==> src/pin_ctrl_pkg.sv <==
// Package for the output pin and handshake controller.
// Assumes a 125 MHz system clock and AHB-Lite register access.
package pin_ctrl_pkg;
  // Register byte offsets
  localparam logic [7:0] OFF_CTRL   = 8'h00;
  localparam logic [7:0] OFF_CMD    = 8'h04;
  localparam logic [7:0] OFF_TMO    = 8'h08;
  localparam logic [7:0] OFF_STATUS = 8'h0C;
  localparam logic [7:0] OFF_MSG    = 8'h10;
  localparam logic [7:0] OFF_TXCHAR = 8'h14;
  // Control register fields
  localparam int CTRL_BUSY_MODE = 0;
  localparam int CTRL_POS_LOGIC = 1;
  localparam int CTRL_XON_MODE  = 2;
  // Command codes written to OFF_CMD
  localparam logic [3:0] CMD_ON      = 4'h1;
  localparam logic [3:0] CMD_OFF     = 4'h2;
  localparam logic [3:0] CMD_TOGGLE  = 4'h3;
  localparam logic [3:0] CMD_LOCK    = 4'h4;
  localparam logic [3:0] CMD_UNLOCK  = 4'h5;
  localparam logic [3:0] CMD_RUN_DEF = 4'h6;
  localparam logic [3:0] CMD_RUN_NEW = 4'h7;
  localparam logic [3:0] CMD_RESUME  = 4'h8;
  localparam logic [3:0] CMD_HALT    = 4'h9;
  // Timeout value layout: range in [9:8], count 1..63 in [5:0]
  localparam logic [1:0] RANGE_10MS = 2'h0;
  localparam logic [1:0] RANGE_SEC  = 2'h1;
  localparam logic [1:0] RANGE_MIN  = 2'h2;
  localparam logic [5:0] TMO_MIN_CNT = 6'h01;
  localparam logic [5:0] TMO_MAX_CNT = 6'h3F;
  // Time base: one tick per 10 ms
  localparam int TICK_NS     = 10000000;
  localparam int CLK_NS      = 8;
  localparam int TICK_CYCLES = TICK_NS / CLK_NS;
  localparam logic [12:0] TICKS_PER_SEC = 13'h0064;
  localparam logic [12:0] TICKS_PER_MIN = 13'h1770;
  // Flow-control characters, then the reset default interval
  localparam logic [7:0] CHAR_XOFF = 8'h13;
  localparam logic [7:0] CHAR_XON  = 8'h11;
  localparam logic [9:0] TMO_RESET = 10'h001;
endpackage : pin_ctrl_pkg

==> src/output_pin_handshake_ctrl.sv <==
// Output pin and ready/busy / XON-XOFF handshake controller, AHB-Lite slave.
// Assumes message/command parsing lives elsewhere; it pulses msg_start and
// msg_done around each string and writes embedded pin requests to the registers.
// Operation
// - Pin works either as ready/busy indicator or as command-driven output.
// - One polarity setting governs the pin in both modes.
// - Negative polarity conducts when on or busy; positive conducts when off or ready.
// - Output mode accepts on, off and toggle requests.
// - While locked every pin configuration request is dropped until unlock.
// - Timeout has run and halt states; halted it has no effect.
// - Starting the timeout leaves the pin state unchanged.
// - Expiry of a running timeout turns the pin off.
// - Timeout starts from default, supplied value, or halted remainder.
// - Intervals span 20-1260 ms, 1-63 s, 1 min; larger minute counts wrap the 13-bit remainder.
// - Embedded pin configuration is a control code plus three digits.
// - Embedded timeout request is a control code plus three-digit interval.
// - Handshake selectable: XON/XOFF characters or ready/busy pin.
// - XON/XOFF sends 13h on busy and 11h on ready.
// - Each message sends XOFF; XON follows when processing ends.
// - XON/XOFF selected forces error code reporting on.
// - Busy mode drives pin busy on busy, ready on ready.
// - Each received string sets busy until fully processed.
`timescale 1ns/10ps
module output_pin_handshake_ctrl #(
  parameter int TICK_CYC = pin_ctrl_pkg::TICK_CYCLES
) (
  input  wire logic        sys_clk,
  input  wire logic        srst,
  input  wire logic        hsel,
  input  wire logic [31:0] haddr,
  input  wire logic [1:0]  htrans,
  input  wire logic        hwrite,
  input  wire logic [2:0]  hsize,
  input  wire logic [31:0] hwdata,
  input  wire logic        hready,
  output logic      [31:0] hrdata,
  output logic             hreadyout,
  output logic             hresp,
  input  wire logic        msg_start,
  input  wire logic        msg_done,
  input  wire logic        tx_ready,
  output logic             tx_valid,
  output logic      [7:0]  tx_char,
  output logic             err_report_force,
  output logic             pin_oe
);
  typedef struct packed {
    logic        wr_pend;
    logic        rd_pend;
    logic [7:0]  addr;
    logic [31:0] rdata;
    logic [2:0]  ctrl;
    logic [9:0]  tmo_default;
    logic        pin_on;
    logic        locked;
    logic        tmo_run;
    logic [12:0] remain;
    logic [31:0] presc;
    logic        busy;
    logic        tx_valid;
    logic [7:0]  tx_char;
    logic        tx_pend_busy;
    logic        tx_pend_ready;
    logic        pin_oe;
    logic        err_force;
  } state_s;

  state_s cur;
  state_s nxt;

  // three interval ranges
  // Interval value to 10 ms ticks; count clamped into 1..63
  function automatic logic [12:0] to_ticks(input logic [9:0] v);
    logic [5:0]  n;
    logic [12:0] r;
    n = v[5:0];
    if (n < pin_ctrl_pkg::TMO_MIN_CNT) n = pin_ctrl_pkg::TMO_MIN_CNT;
    case (v[9:8])
      pin_ctrl_pkg::RANGE_SEC: r = 13'({7'h00, n} * pin_ctrl_pkg::TICKS_PER_SEC);
      pin_ctrl_pkg::RANGE_MIN: r = 13'({7'h00, n} * pin_ctrl_pkg::TICKS_PER_MIN);
      default:                 r = {7'h00, n} + {7'h00, n};
    endcase
    return r;
  endfunction : to_ticks

  // Valid address phase: selected, bus ready, NONSEQ or SEQ
  function automatic logic bus_take(input logic sel, input logic rdy, input logic [1:0] trans);
    return sel && rdy && trans[1];
  endfunction : bus_take

  logic        wr_ok;
  logic        tick;
  logic [3:0]  cmd;
  logic        pin_busy_level;

  always_comb begin
    nxt       = cur;
    wr_ok     = cur.wr_pend;
    cmd       = hwdata[3:0];
    tick      = (cur.presc == 32'(TICK_CYC - 1));
    // Address phase capture; always zero wait states
    nxt.wr_pend = bus_take(hsel, hready, htrans) && hwrite;
    nxt.rd_pend = bus_take(hsel, hready, htrans) && !hwrite;
    if (bus_take(hsel, hready, htrans))
      nxt.addr = haddr[7:0];
    nxt.presc = tick ? 32'h00000000 : cur.presc + 32'h00000001;

    // Timeout countdown while running
    if (cur.tmo_run && tick) begin
      if (cur.remain <= 13'h0001) begin
        nxt.pin_on  = 1'b0;
        nxt.tmo_run = 1'b0;
        nxt.remain  = 13'h0000;
      end else begin
        nxt.remain = cur.remain - 13'h0001;
      end
    end

    if (wr_ok) begin
      case (cur.addr)
        pin_ctrl_pkg::OFF_CTRL: begin
          // lock blocks mode and polarity changes
          if (!cur.locked) nxt.ctrl = hwdata[2:0];
        end
        pin_ctrl_pkg::OFF_TMO: begin
          if (!cur.locked) nxt.tmo_default = hwdata[9:0];
        end
        pin_ctrl_pkg::OFF_CMD: begin
          if (cmd == pin_ctrl_pkg::CMD_UNLOCK) begin
            nxt.locked = 1'b0;
          end else if (!cur.locked) begin
            case (cmd)
              pin_ctrl_pkg::CMD_ON:     nxt.pin_on = 1'b1;
              pin_ctrl_pkg::CMD_OFF:    nxt.pin_on = 1'b0;
              pin_ctrl_pkg::CMD_TOGGLE: nxt.pin_on = !cur.pin_on;
              pin_ctrl_pkg::CMD_LOCK:   nxt.locked = 1'b1;
              pin_ctrl_pkg::CMD_RUN_DEF: begin
                nxt.tmo_run = 1'b1;
                nxt.remain  = to_ticks(cur.tmo_default);
              end
              pin_ctrl_pkg::CMD_RUN_NEW: begin
                nxt.tmo_run = 1'b1;
                nxt.remain  = to_ticks(hwdata[17:8]);
              end
              pin_ctrl_pkg::CMD_RESUME: begin
                nxt.tmo_run = (cur.remain != 13'h0000);
              end
              pin_ctrl_pkg::CMD_HALT: nxt.tmo_run = 1'b0;
              default: ;
            endcase
          end
        end
        default: ;
      endcase
    end

    // busy from string start to done; start wins
    if (msg_start) nxt.busy = 1'b1;
    else if (msg_done) nxt.busy = 1'b0;

    // queue XOFF on busy entry, XON on ready entry
    if (nxt.busy && !cur.busy) begin
      nxt.tx_pend_busy  = 1'b1;
      nxt.tx_pend_ready = 1'b0;
    end else if (!nxt.busy && cur.busy) begin
      nxt.tx_pend_ready = 1'b1;
    end
    if (cur.tx_valid && tx_ready) nxt.tx_valid = 1'b0;
    if (!cur.ctrl[pin_ctrl_pkg::CTRL_XON_MODE]) begin
      nxt.tx_pend_busy  = 1'b0;
      nxt.tx_pend_ready = 1'b0;
    end else if (!nxt.tx_valid) begin
      if (nxt.tx_pend_busy) begin
        nxt.tx_valid     = 1'b1;
        nxt.tx_char      = pin_ctrl_pkg::CHAR_XOFF;
        nxt.tx_pend_busy = 1'b0;
      end else if (nxt.tx_pend_ready) begin
        nxt.tx_valid      = 1'b1;
        nxt.tx_char       = pin_ctrl_pkg::CHAR_XON;
        nxt.tx_pend_ready = 1'b0;
      end
    end
    nxt.err_force = nxt.ctrl[pin_ctrl_pkg::CTRL_XON_MODE];

    pin_busy_level = nxt.ctrl[pin_ctrl_pkg::CTRL_BUSY_MODE] ? nxt.busy : nxt.pin_on;
    nxt.pin_oe = pin_busy_level ^ nxt.ctrl[pin_ctrl_pkg::CTRL_POS_LOGIC];

    // Read data
    nxt.rdata = 32'h00000000;
    if (bus_take(hsel, hready, htrans) && !hwrite) begin
      case (haddr[7:0])
        pin_ctrl_pkg::OFF_CTRL:   nxt.rdata = {29'h00000000, nxt.ctrl};
        pin_ctrl_pkg::OFF_TMO:    nxt.rdata = {22'h000000, nxt.tmo_default};
        pin_ctrl_pkg::OFF_STATUS: nxt.rdata = {15'h0000, nxt.remain, nxt.busy,
                                              nxt.tmo_run, nxt.locked, nxt.pin_on};
        pin_ctrl_pkg::OFF_TXCHAR: nxt.rdata = {24'h000000, nxt.tx_char};
        default:                  nxt.rdata = 32'h00000000;
      endcase
    end

    if (srst) begin
      nxt = '0;
      nxt.tmo_default = pin_ctrl_pkg::TMO_RESET;
      nxt.pin_oe = 1'b0;
    end
  end

  always_ff @(posedge sys_clk) begin
    cur <= nxt;
  end

  assign hrdata           = cur.rdata;
  assign hreadyout        = 1'b1;
  assign hresp            = 1'b0;
  assign tx_valid         = cur.tx_valid;
  assign tx_char          = cur.tx_char;
  assign err_report_force = cur.err_force;
  assign pin_oe           = cur.pin_oe;

  // Helpers for assertions
  logic cmd_wr;
  assign cmd_wr = cur.wr_pend && (cur.addr == pin_ctrl_pkg::OFF_CMD);

  // Data phases of control and interval writes
  logic ctrl_wr;
  logic tmo_wr;
  assign ctrl_wr = cur.wr_pend && (cur.addr == pin_ctrl_pkg::OFF_CTRL);
  assign tmo_wr  = cur.wr_pend && (cur.addr == pin_ctrl_pkg::OFF_TMO);
endmodule : output_pin_handshake_ctrl

==> config.mk <==
export PLATFORM = sky130hd
export DESIGN_NAME = output_pin_handshake_ctrl
export DESIGN_NICKNAME = d
export VERILOG_FILES = /design/src/pin_ctrl_pkg.sv /design/src/output_pin_handshake_ctrl.sv
export SDC_FILE = /design/constraint.sdc
export NUM_CORES = 1
export LEC_CHECK = 0
export ABC_AREA = 1
export BUFFER_PORTS_ARGS = -buffer_cell sky130_fd_sc_hd__buf_2
export CORE_ASPECT_RATIO = 0.5
export CORE_MARGIN = 4
export CORE_UTILIZATION = 30
export DETAILED_ROUTE_END_ITERATION = 8
export GPL_ROUTABILITY_DRIVEN = 0
export SYNTH_ARGS = -nofsm -noshare
export SYNTH_HDL_FRONTEND = slang
export SYNTH_SLANG_ARGS = --single-unit
==> constraint.sdc <==
create_clock -name sys_clk -period 3.8 [get_ports sys_clk]
set_input_delay 0.38 -clock sys_clk [delete_from_list [all_inputs] [get_ports sys_clk]]
set_output_delay 0.38 -clock sys_clk [all_outputs]
set_load 0.05 [all_outputs]
==> metrics.csv, run 1 <==
metric,value,unit
Post-synth EDFFs,0,
site row count,42,
Placed Cells,1595,
WL per Instance,13.3,µm
crit path launch,cur[67],
CP Max Fanout,4,
dpl cell area,8860,µm²
Final Skew,0.0144,ns
min-delay src,hwrite,
top post-synthesis cells by area,"dfxtp_1, ha_1, nand2_1",
Post-Layout Cell Count,1613,
CP max stage delay,0.57,ns
Hold Fails Final Rpt,0,
via count,7428,
CP cell instances,inv_1 -> ha_1 -> nand4_1 -> nand2_2 -> buf_6 -> inv_1 -> fa_2 -> inv_1 -> a21oi_2 -> fa_1 -> inv_2 -> ha_4 -> a21oi_2 -> nand2_1 -> nor2_1 -> nand3_1 -> nand3_1 -> nand2_1 -> nand2_2 -> nand3_2 -> nand2_1 -> nor2_1,
critical path class,reg -> reg,
most frequent cells in the layout,"nand2_1, inv_1, nor2_1",
worst-skew pair later-pin latency,0.37,ns
largest net degree at the start of global routing,42,
"most common cell after layout, fill and taps aside",nand2_1,
syn_area_per_cell,6.87,µm²
Initial DRT Pass Iterations,5,
Leak,4.32,nW
Slew headroom,29.4,%
fin crit share,93.3,%
number of diodes,0,
Mapped Area,8270,µm²
pre-CTS setup slack,-0.0982,ns
final hold slack,0.297,ns
Area growth syn-to-layout,12.3,%
Starting Density,30.8,%
vias in the first global route,6987,
crit end category,register,
Slew Limit Fails,0,
global-route usage over all layers,14.1,%
Power Dens Cells,272,nW/µm²
initial antenna violation count,0,
"Seq/Total Area, Yosys",24.2,%
"Req. time, crit path",4.05,ns
post-DP HPWL,17400,µm
max_cap viols,0,
final setup fails,0,
Tmin final,3.54,ns
Cells after Synth,1203,
"area leader, netlist",dfxtp_1,
Yosys reg bits,100,
CTS max path bufs,2,
share of the synthesized area in the top cell type,24.2,%
first-pass GRT wire length,35300,µm
Critical Path AT,3.79,ns
die width,243,µm
Main synth FF type,dfxtp_1,
Port Buffer Count,60,
DRT Wirelength,21500,µm
Worst Max-Slew Pin Slew,1.06,ns
CTS Hold Bufs,0,
FMAX,282,MHz
post-route cell area,9280,µm²
synthesis warning total,0,
CTS tree,built,
Post-synth ARST share,0,%
worst vdd ir,0.200,mV
Vias/cell,4.61,
critical path startpoint category,register,
reg-to-reg startpoint,cur[67],
number of buffers created by CTS,9,
Ports,122,
clk slew on worst S/H paths,0.08,ns
Chip Height,125,µm
NumNets Final,1432,
Crit-path slowest cell,fa_2,
Core ar.,26800,µm²
clock sinks,100,
grt total ovfl,0,
cell class contributing the biggest share of worst-path delay,adder cells,
CTS H-tree lvls,3,
DIE AREA,30400,µm²
share of layout cells above drive strength 1,15.1,%
initial DRC count,483,
outcome,finished clean,
post-synth cell types,50,
DRC violations left,0,
setup ws final,0.256,ns
Hold WC Path Type,in -> reg,
clk root buf,clkbuf_16,
WP buf/inv,5,
Post-DRT Antenna Nets,0,
-- final timing paths --
check,slack [ns],cells past startpoint,to
hold / removal,0.30,2,wr_ok
setup reg to reg,0.26,22,cur[58]
hold reg to reg,0.45,1,cur[14]
setup / recovery,0.26,22,cur[58]
-- cell families (layout without fill, tap and decap cells) --
family / count (synthesis) / in the layout / synth area share, %
and+or+nand+nor: 549 / 549 / 30.6
other: 2 / 17 / 0.0908
xor gates and xnor gates: 32 / 32 / 3.39
DFF: 100 / 100 / 24.2
adders and majority gates: 99 / 99 / 17.0
buffers and inverters: 256 / 299 / 13.6
AOI/OAI and AO/OA: 165 / 165 / 11.1
-- metrics by stage --
stage | TNS, ns | power (W) | utilization (%)
final | 0 | 0.00253 | 34.6
after global routing | -0.00897 | 0.00266 | 34.6
after CTS | 0 | 0.00255 | 34.2
after detailed placement | -0.265 | 0.00160 | 33.1
after global placement | -0.134 | 0.00159 | 33.1
after floorplan | 0 | 0.00147 | -
-- state kept, by name, summed over array words and instances (netlist names) --
register	cells
cur	72
hrdata	17
tx_char	8
pin_oe	1
tx_valid	1
wr_ok	1
-- repair_timing --
action / in CTS / in global routing
setup buffers: 0 / 2
gates resized for setup: 0 / 25
setup endpoints to repair: 0 / 6
endpoints found under the hold margin: 0 / 0
-- synthesized netlist by cell type, types with 2 or more instances --
library cell,n
a31oi_1,6
nand2_2,7
nor3b_1,7
nor2_4,6
or2_2,7
nand2_1,233
nor3_2,4
nor2_1,140
buf_2,4
nand2_4,2
or2_0,2
conb_1,2
xnor2_1,11
ha_1,77
nor2_2,12
o21ai_0,48
nand4_1,28
o22ai_1,9
clkbuf_1,14
o21ai_2,2
a22o_1,2
a21oi_1,69
nand3b_1,2
o21bai_1,5
nor4_1,4
buf_4,43
nor3_1,22
o21ai_1,10
xor2_1,21
nand4_2,2
o211ai_1,5
inv_2,12
dfxtp_1,100
fa_1,22
nand3_2,4
nand3_1,63
inv_1,183
-- layer usage --
layer	GRT usage, %	vias up	wire length, µm
met5	0	-	0
met4	2.71	0	285
met3	2.42	19	596
met1	19.3	3387	10500
met2	23.5	107	10000
li1	-	3915	-
-- power by group --
part           switching (W)  internal [W]
Sequential        0.00000467       0.00106
Combinational       0.000326      0.000189
Clock               0.000480      0.000470
Total               0.000811       0.00171
-- cell type report --
cell class / instances / area, µm²
Timing Repair Buffer: 88 / 514
Fill cell: 2924 / 17500
Tap cell: 352 / 440
Clock inverter: 7 / 71.3
Inverter: 195 / 732
Multi-Input combinational cell: 862 / 5290
Sequential cell: 100 / 2000
Clock buffer: 9 / 225
Note: power is estimated with default switching activity, not from simulation.
==> inputs of run 2 (changes only) <==
Settings changed: CORE_UTILIZATION 30 to 53, CTS_CLUSTER_DIAMETER set to 120, PLACE_DENSITY set to 0.78.
==> metrics.csv, run 2 (synthesized netlist as in run 1, its figures left out) <==
metric,value,unit,change
outcome,finished clean,,
Hold Fails Final Rpt,0,,unchanged
met2 Usage GRT,39.7,%,+16 points
critical path class,reg -> reg,,
worst vdd ir,0.189,mV,-5.5%
most frequent cells in the layout,"nand2_1, inv_1, nor2_1",,
fin crit share,95.8,%,+2.5 points
most used routing layer,met2,,
post-DP HPWL,16200,µm,-6.9%
number of diodes,0,,unchanged
Core ar.,14900,µm²,-45%
clk slew on worst S/H paths,0.08,ns,about the same
Crit-path slowest cell,fa_1,,
via count,7764,,+4.5%
Ports,122,,unchanged
Leak,4.28,nW,-0.96%
CP cell instances,inv_1 -> ha_1 -> nand4_1 -> nand2_2 -> buf_6 -> ha_1 -> ha_1 -> fa_1 -> inv_1 -> fa_1 -> inv_1 -> nand2_1 -> nand2_1 -> a21oi_1 -> xor2_1 -> o21ai_1 -> nand2_1 -> nand2_1 -> nand2_1 -> a21oi_1,,
Worst path most repeated cell,nand2_1,,
site row count,31,,-26%
Worst Max-Slew Pin Slew,0.802,ns,-0.255 ns
largest net degree at the start of global routing,42,,unchanged
Placed Cells,1436,,-10%
Initial DRT Pass Iterations,5,,unchanged
dpl cell area,8630,µm²,-2.6%
setup ws final,0.161,ns,-0.0947 ns
number of setup buffers added after CTS,0,,unchanged
initial DRC count,707,,+46%
Largest register FFs,72,,unchanged
Total Power,0.00247,W,-2.0%
FILL cells,1361,,-53%
post-route cell area,9010,µm²,-3.0%
Post-DRT Antenna Nets,0,,unchanged
path depth of the worst reg2reg path,20,,-9.1%
critical path startpoint category,register,,
CTS max path bufs,2,,unchanged
Port Buffer Count,60,,unchanged
number of buffers created by CTS,9,,unchanged
hold path cells,3,,+1
grt total ovfl,0,,unchanged
met3 usage,3.66,%,+1.2 points
die width,185,µm,-24%
"most common cell after layout, fill and taps aside",nand2_1,,
Post-Layout Cell Count,1452,,-10%
clock sinks,100,,unchanged
worst-skew pair later-pin latency,0.35,ns,-0.02 ns
Worst Hold End,cur[69],,
global-route usage over all layers,22.4,%,+8.3 points
CP Max Fanout,5,,+1
final setup fails,0,,unchanged
pre-CTS setup slack,-0.0693,ns,+0.0290 ns
initial antenna violation count,0,,unchanged
clk root buf,clkbuf_16,,
Power Dens Cells,275,nW/µm²,+0.99%
Top reg by flops,cur,,
CTS tree,built,,
NumNets Final,1425,,-0.49%
share of layout cells above drive strength 1,14.4,%,-0.79 points
reg-to-reg startpoint,cur[67],,
cell class contributing the biggest share of worst-path delay,adder cells,,
DIE AREA,17800,µm²,-42%
vias in the first global route,7255,,+3.8%
FMAX,275,MHz,-2.6%
final hold slack,0.302,ns,+0.00511 ns
max_cap viols,0,,unchanged
Slew Limit Fails,0,,unchanged
CP max stage delay,0.53,ns,-0.04 ns
WP buf/inv,4,,-1
RR Endpoint,cur[57],,
"reg-to-reg slack, setup",0.16,ns,-0.09 ns
Tmin final,3.64,ns,+0.0947 ns
crit end category,register,,
DRT Wirelength,20000,µm,-6.6%
Chip Height,96.3,µm,-23%
WL per Instance,13.8,µm,+3.8%
"Req. time, crit path",4.08,ns,+0.03 ns
met1 Use GR,28.3,%,+9.1 points
Starting Density,55.6,%,+25 points
Vias/cell,5.35,,+16%
CTS H-tree lvls,3,,unchanged
Slew headroom,46.0,%,+17 points
first-pass GRT wire length,32700,µm,-7.5%
min-delay src,hwdata[7],,
Final Skew,0.00969,ns,-0.00467 ns
Area growth syn-to-layout,8.95,%,
Hold WC Path Type,in -> reg,,
Critical Path AT,3.92,ns,+0.13 ns
DRC violations left,0,,unchanged
[run 2: cell types whose count changed in the layout (fill, tap and decap cells not counted), moves of 2 or more]
cell,change
buf_4,-7
ha_4,-2
inv_8,-2
nand2_1,+2
nand2_2,-2
[run 2: layout make-up]
cell class | instances | area [µm²] | share of cell area (%)
Sequential cell | 100 | 2000 | 22.2
Multi-Input combinational cell | 862 | 5270 | 58.5
Tap cell | 198 | 248 | 2.75
Inverter | 195 | 732 | 8.13
Timing Repair Buffer | 81 | 462 | 5.13
Clock inverter | 7 | 65.1 | 0.722
Clock buffer | 9 | 225 | 2.50
[run 2: layer usage]
layer | vias up | part of all wire (%)
li1 | 3902 | -
met5 | - | 0
met3 | 47 | 5.6
met1 | 3560 | 44
met2 | 255 | 48
met4 | 0 | 2.0
[run 2: worst max-delay path by stage]
stage	from	end	slack (ns)	cells past startpoint
floorplan	cur[66]	cur[56]	0.22	19
CTS	cur[66]	cur[56]	0.06	19
detailed placement	hwdata[12]	hrdata[16]	-0.07	22
global placement	hwdata[12]	hrdata[15]	0.02	21
global route	cur[67]	cur[58]	-0.06	22
finish	cur[67]	cur[57]	0.16	20
[run 2: timing repair]
action / CTS / global route
hold buffers: 0 / 0
gates resized for setup: 0 / 22
setup endpoints to repair: 0 / 6
[run 2: worst reg2reg max path: cells and delay by family, from the launching register on]
kind	cells	cell delay, ns
buffers and inverters	4	0.36
AND/OR/NAND/NOR	7	0.68
flip-flops	1	0.34
adder cells (fa/ha/maj)	5	1.72
XOR/XNOR	1	0.15
AO/OA/AOI/OAI	3	0.32
[run 2: per-stage QoR]
stage	util [%]	setup TNS (ns)
floorplan	-	0
global placement	58.1	0
detailed placement	58.1	-0.184
CTS	60.1	0
global route	60.6	-0.226
finish	60.6	0
[run 2: power breakdown]
part,internal [W],switching [W]
registers,0.00106,0.00000491
clock network,0.000461,0.000443
logic,0.000183,0.000326
==> inputs of run 3 (changes only) <==
Settings changed: RECOVER_POWER set to 25.
==> metrics.csv, run 3 (synthesized netlist as in run 1, its figures left out) <==
metric,value,unit,change
Hold Fails Final Rpt,0,,unchanged
Switch Pwr,0.000773,W,-0.20%
grt total ovfl,0,,unchanged
P_int,0.00170,W,about the same
crit end category,register,,
post_cts resized,0,,unchanged
Initial DRT Pass Iterations,5,,unchanged
CTS tree,built,,
Tmin final,3.64,ns,+0.00275 ns
Combinational Power Share,20.6,%,about the same
Chip Height,96.3,µm,unchanged
dpl cell area,8630,µm²,unchanged
"reg-to-reg slack, setup",0.16,ns,about the same
CTS max path bufs,2,,unchanged
min-delay src,hwdata[7],,
critical path startpoint category,register,,
number of diodes,0,,unchanged
"most common cell after layout, fill and taps aside",nand2_1,,
initial DRC count,714,,+0.99%
site row count,31,,unchanged
WP buf/inv,4,,unchanged
reg-to-reg startpoint,cur[67],,
Clk pwr share,36.5,%,about the same
number of setup buffers added after CTS,0,,unchanged
WP depth,20,,unchanged
Vias/cell,5.37,,+0.50%
Ports,122,,unchanged
die width,185,µm,unchanged
switching share of power,31.2,%,-0.041 points
share of layout cells above drive strength 1,12.7,%,-1.7 points
met1 Use GR,28.3,%,unchanged
Final Skew,0.00985,ns,+0.000162 ns
outcome,finished clean,,
largest net degree at the start of global routing,42,,unchanged
Power Dens Cells,275,nW/µm²,+0.22%
Worst path most repeated cell,nand2_1,,
CTS Hold Bufs,0,,unchanged
Top reg by flops,cur,,
NumNets Final,1425,,unchanged
Hold WC Path Type,in -> reg,,
critical path class,reg -> reg,,
worst vdd ir,0.189,mV,about the same
initial antenna violation count,0,,unchanged
sequential share of power,42.9,%,about the same
worst-skew pair later-pin latency,0.35,ns,about the same
Port Buffer Count,60,,unchanged
CP cell instances,inv_1 -> ha_1 -> nand4_1 -> nand2_2 -> buf_6 -> ha_1 -> ha_1 -> fa_1 -> inv_1 -> fa_1 -> inv_1 -> nand2_1 -> nand2_1 -> a21oi_1 -> xor2_1 -> o21ai_1 -> nand2_1 -> nand2_1 -> nand2_1 -> a21oi_1,,
clock sinks,100,,unchanged
setup TNS,0,ns,unchanged
final setup fails,0,,unchanged
path depth of the worst reg2reg path,20,,unchanged
first-pass GRT wire length,32700,µm,unchanged
number of buffers created by CTS,9,,unchanged
Starting Density,55.6,%,unchanged
Leak,4.18,nW,-2.2%
Slew headroom,45.5,%,-0.57 points
global-route usage over all layers,22.4,%,unchanged
Area growth syn-to-layout,8.63,%,
cell class contributing the biggest share of worst-path delay,adder cells,,
most used routing layer,met2,,
crit path launch,cur[67],,
Slew Limit Fails,0,,unchanged
FMAX,275,MHz,about the same
met2 Usage GRT,39.7,%,unchanged
Critical Path AT,3.92,ns,about the same
Largest register FFs,72,,unchanged
WL per Instance,13.8,µm,+0.19%
fin crit share,95.8,%,about the same
RR Endpoint,cur[57],,
Core ar.,14900,µm²,unchanged
DIE AREA,17800,µm²,unchanged
Post-DRT Antenna Nets,0,,unchanged
Post-Layout Cell Count,1452,,unchanged
setup ws final,0.158,ns,-0.00275 ns
DRT Wirelength,20100,µm,+0.19%
via count,7803,,+0.50%
post-route cell area,8980,µm²,-0.29%
Worst Setup EP,cur[57],,
pre-CTS setup slack,-0.0693,ns,unchanged
post-DP HPWL,16200,µm,unchanged
most frequent cells in the layout,"nand2_1, inv_1, nor2_1",,
vias in the first global route,7255,,unchanged
DRC violations left,0,,unchanged
max_cap viols,0,,unchanged
met3 usage,3.66,%,unchanged
CP Max Fanout,5,,unchanged
Crit-path slowest cell,fa_1,,
Placed Cells,1436,,unchanged
clk root buf,clkbuf_16,,
Worst Max-Slew Pin Slew,0.810,ns,+0.00841 ns
clk slew on worst S/H paths,0.08,ns,about the same
"Req. time, crit path",4.08,ns,about the same
CP max stage delay,0.53,ns,about the same
CTS H-tree lvls,3,,unchanged
[run 3: worst min-delay path by stage]
| stage | end | slack (ns) | depth (start not counted) |
|---|---|---|---|
| after floorplan | cur[14] | 0.42 | 1 |
| after global placement | cur[14] | 0.43 | 1 |
| after detailed placement | cur[14] | 0.45 | 1 |
| after CTS | cur[69] | 0.30 | 3 |
| after global routing | wr_ok | 0.32 | 2 |
| final | cur[69] | 0.30 | 3 |
[run 3: power groups by stage]
stage	clock network, W	registers, W	logic (W)
CTS	0.000916	0.00106	0.000506
floorplan	0	0.00109	0.000379
global route	0.000966	0.00106	0.000574
global placement	0	0.00109	0.000483
detailed placement	0	0.00109	0.000503
finish	0.000903	0.00106	0.000509
[run 3: cell type report]
cell class | instances | area [µm²]
clock buffer | 9 | 225
clock inverter | 7 | 65.1
fill | 1372 | 5880
inverter | 195 | 732
multi-input combinational | 862 | 5270
sequential | 100 | 2000
tap | 198 | 248
timing repair buffer | 81 | 435
[run 3: layer usage]
metal,vias to the layer above,routed length (µm)
li1,3902,-
met1,3565,8790
met2,288,9630
met3,48,1240
met4,0,422
met5,-,0
[run 3: worst reg2reg max path, cell delays in order (launching register included)]
cell and delay, ns:
dfxtp_1 0.34, inv_1 0.06, ha_1 0.17, nand4_1 0.12
nand2_2 0.11, buf_6 0.15, ha_1 0.30, ha_1 0.31
fa_1 0.53, inv_1 0.07, fa_1 0.41, inv_1 0.08
nand2_1 0.08, nand2_1 0.09, a21oi_1 0.07, xor2_1 0.15
o21ai_1 0.13, nand2_1 0.07, nand2_1 0.11, nand2_1 0.11
a21oi_1 0.12
[run 3: per-stage QoR]
step,total power (W),hold slack (ns),utilization (%)
after floorplan,0.00147,0.418,-
after global placement,0.00157,0.430,58.1
after detailed placement,0.00159,0.446,58.1
after CTS,0.00248,0.303,60.1
after global routing,0.00260,0.320,60.4
final,0.00247,0.301,60.4
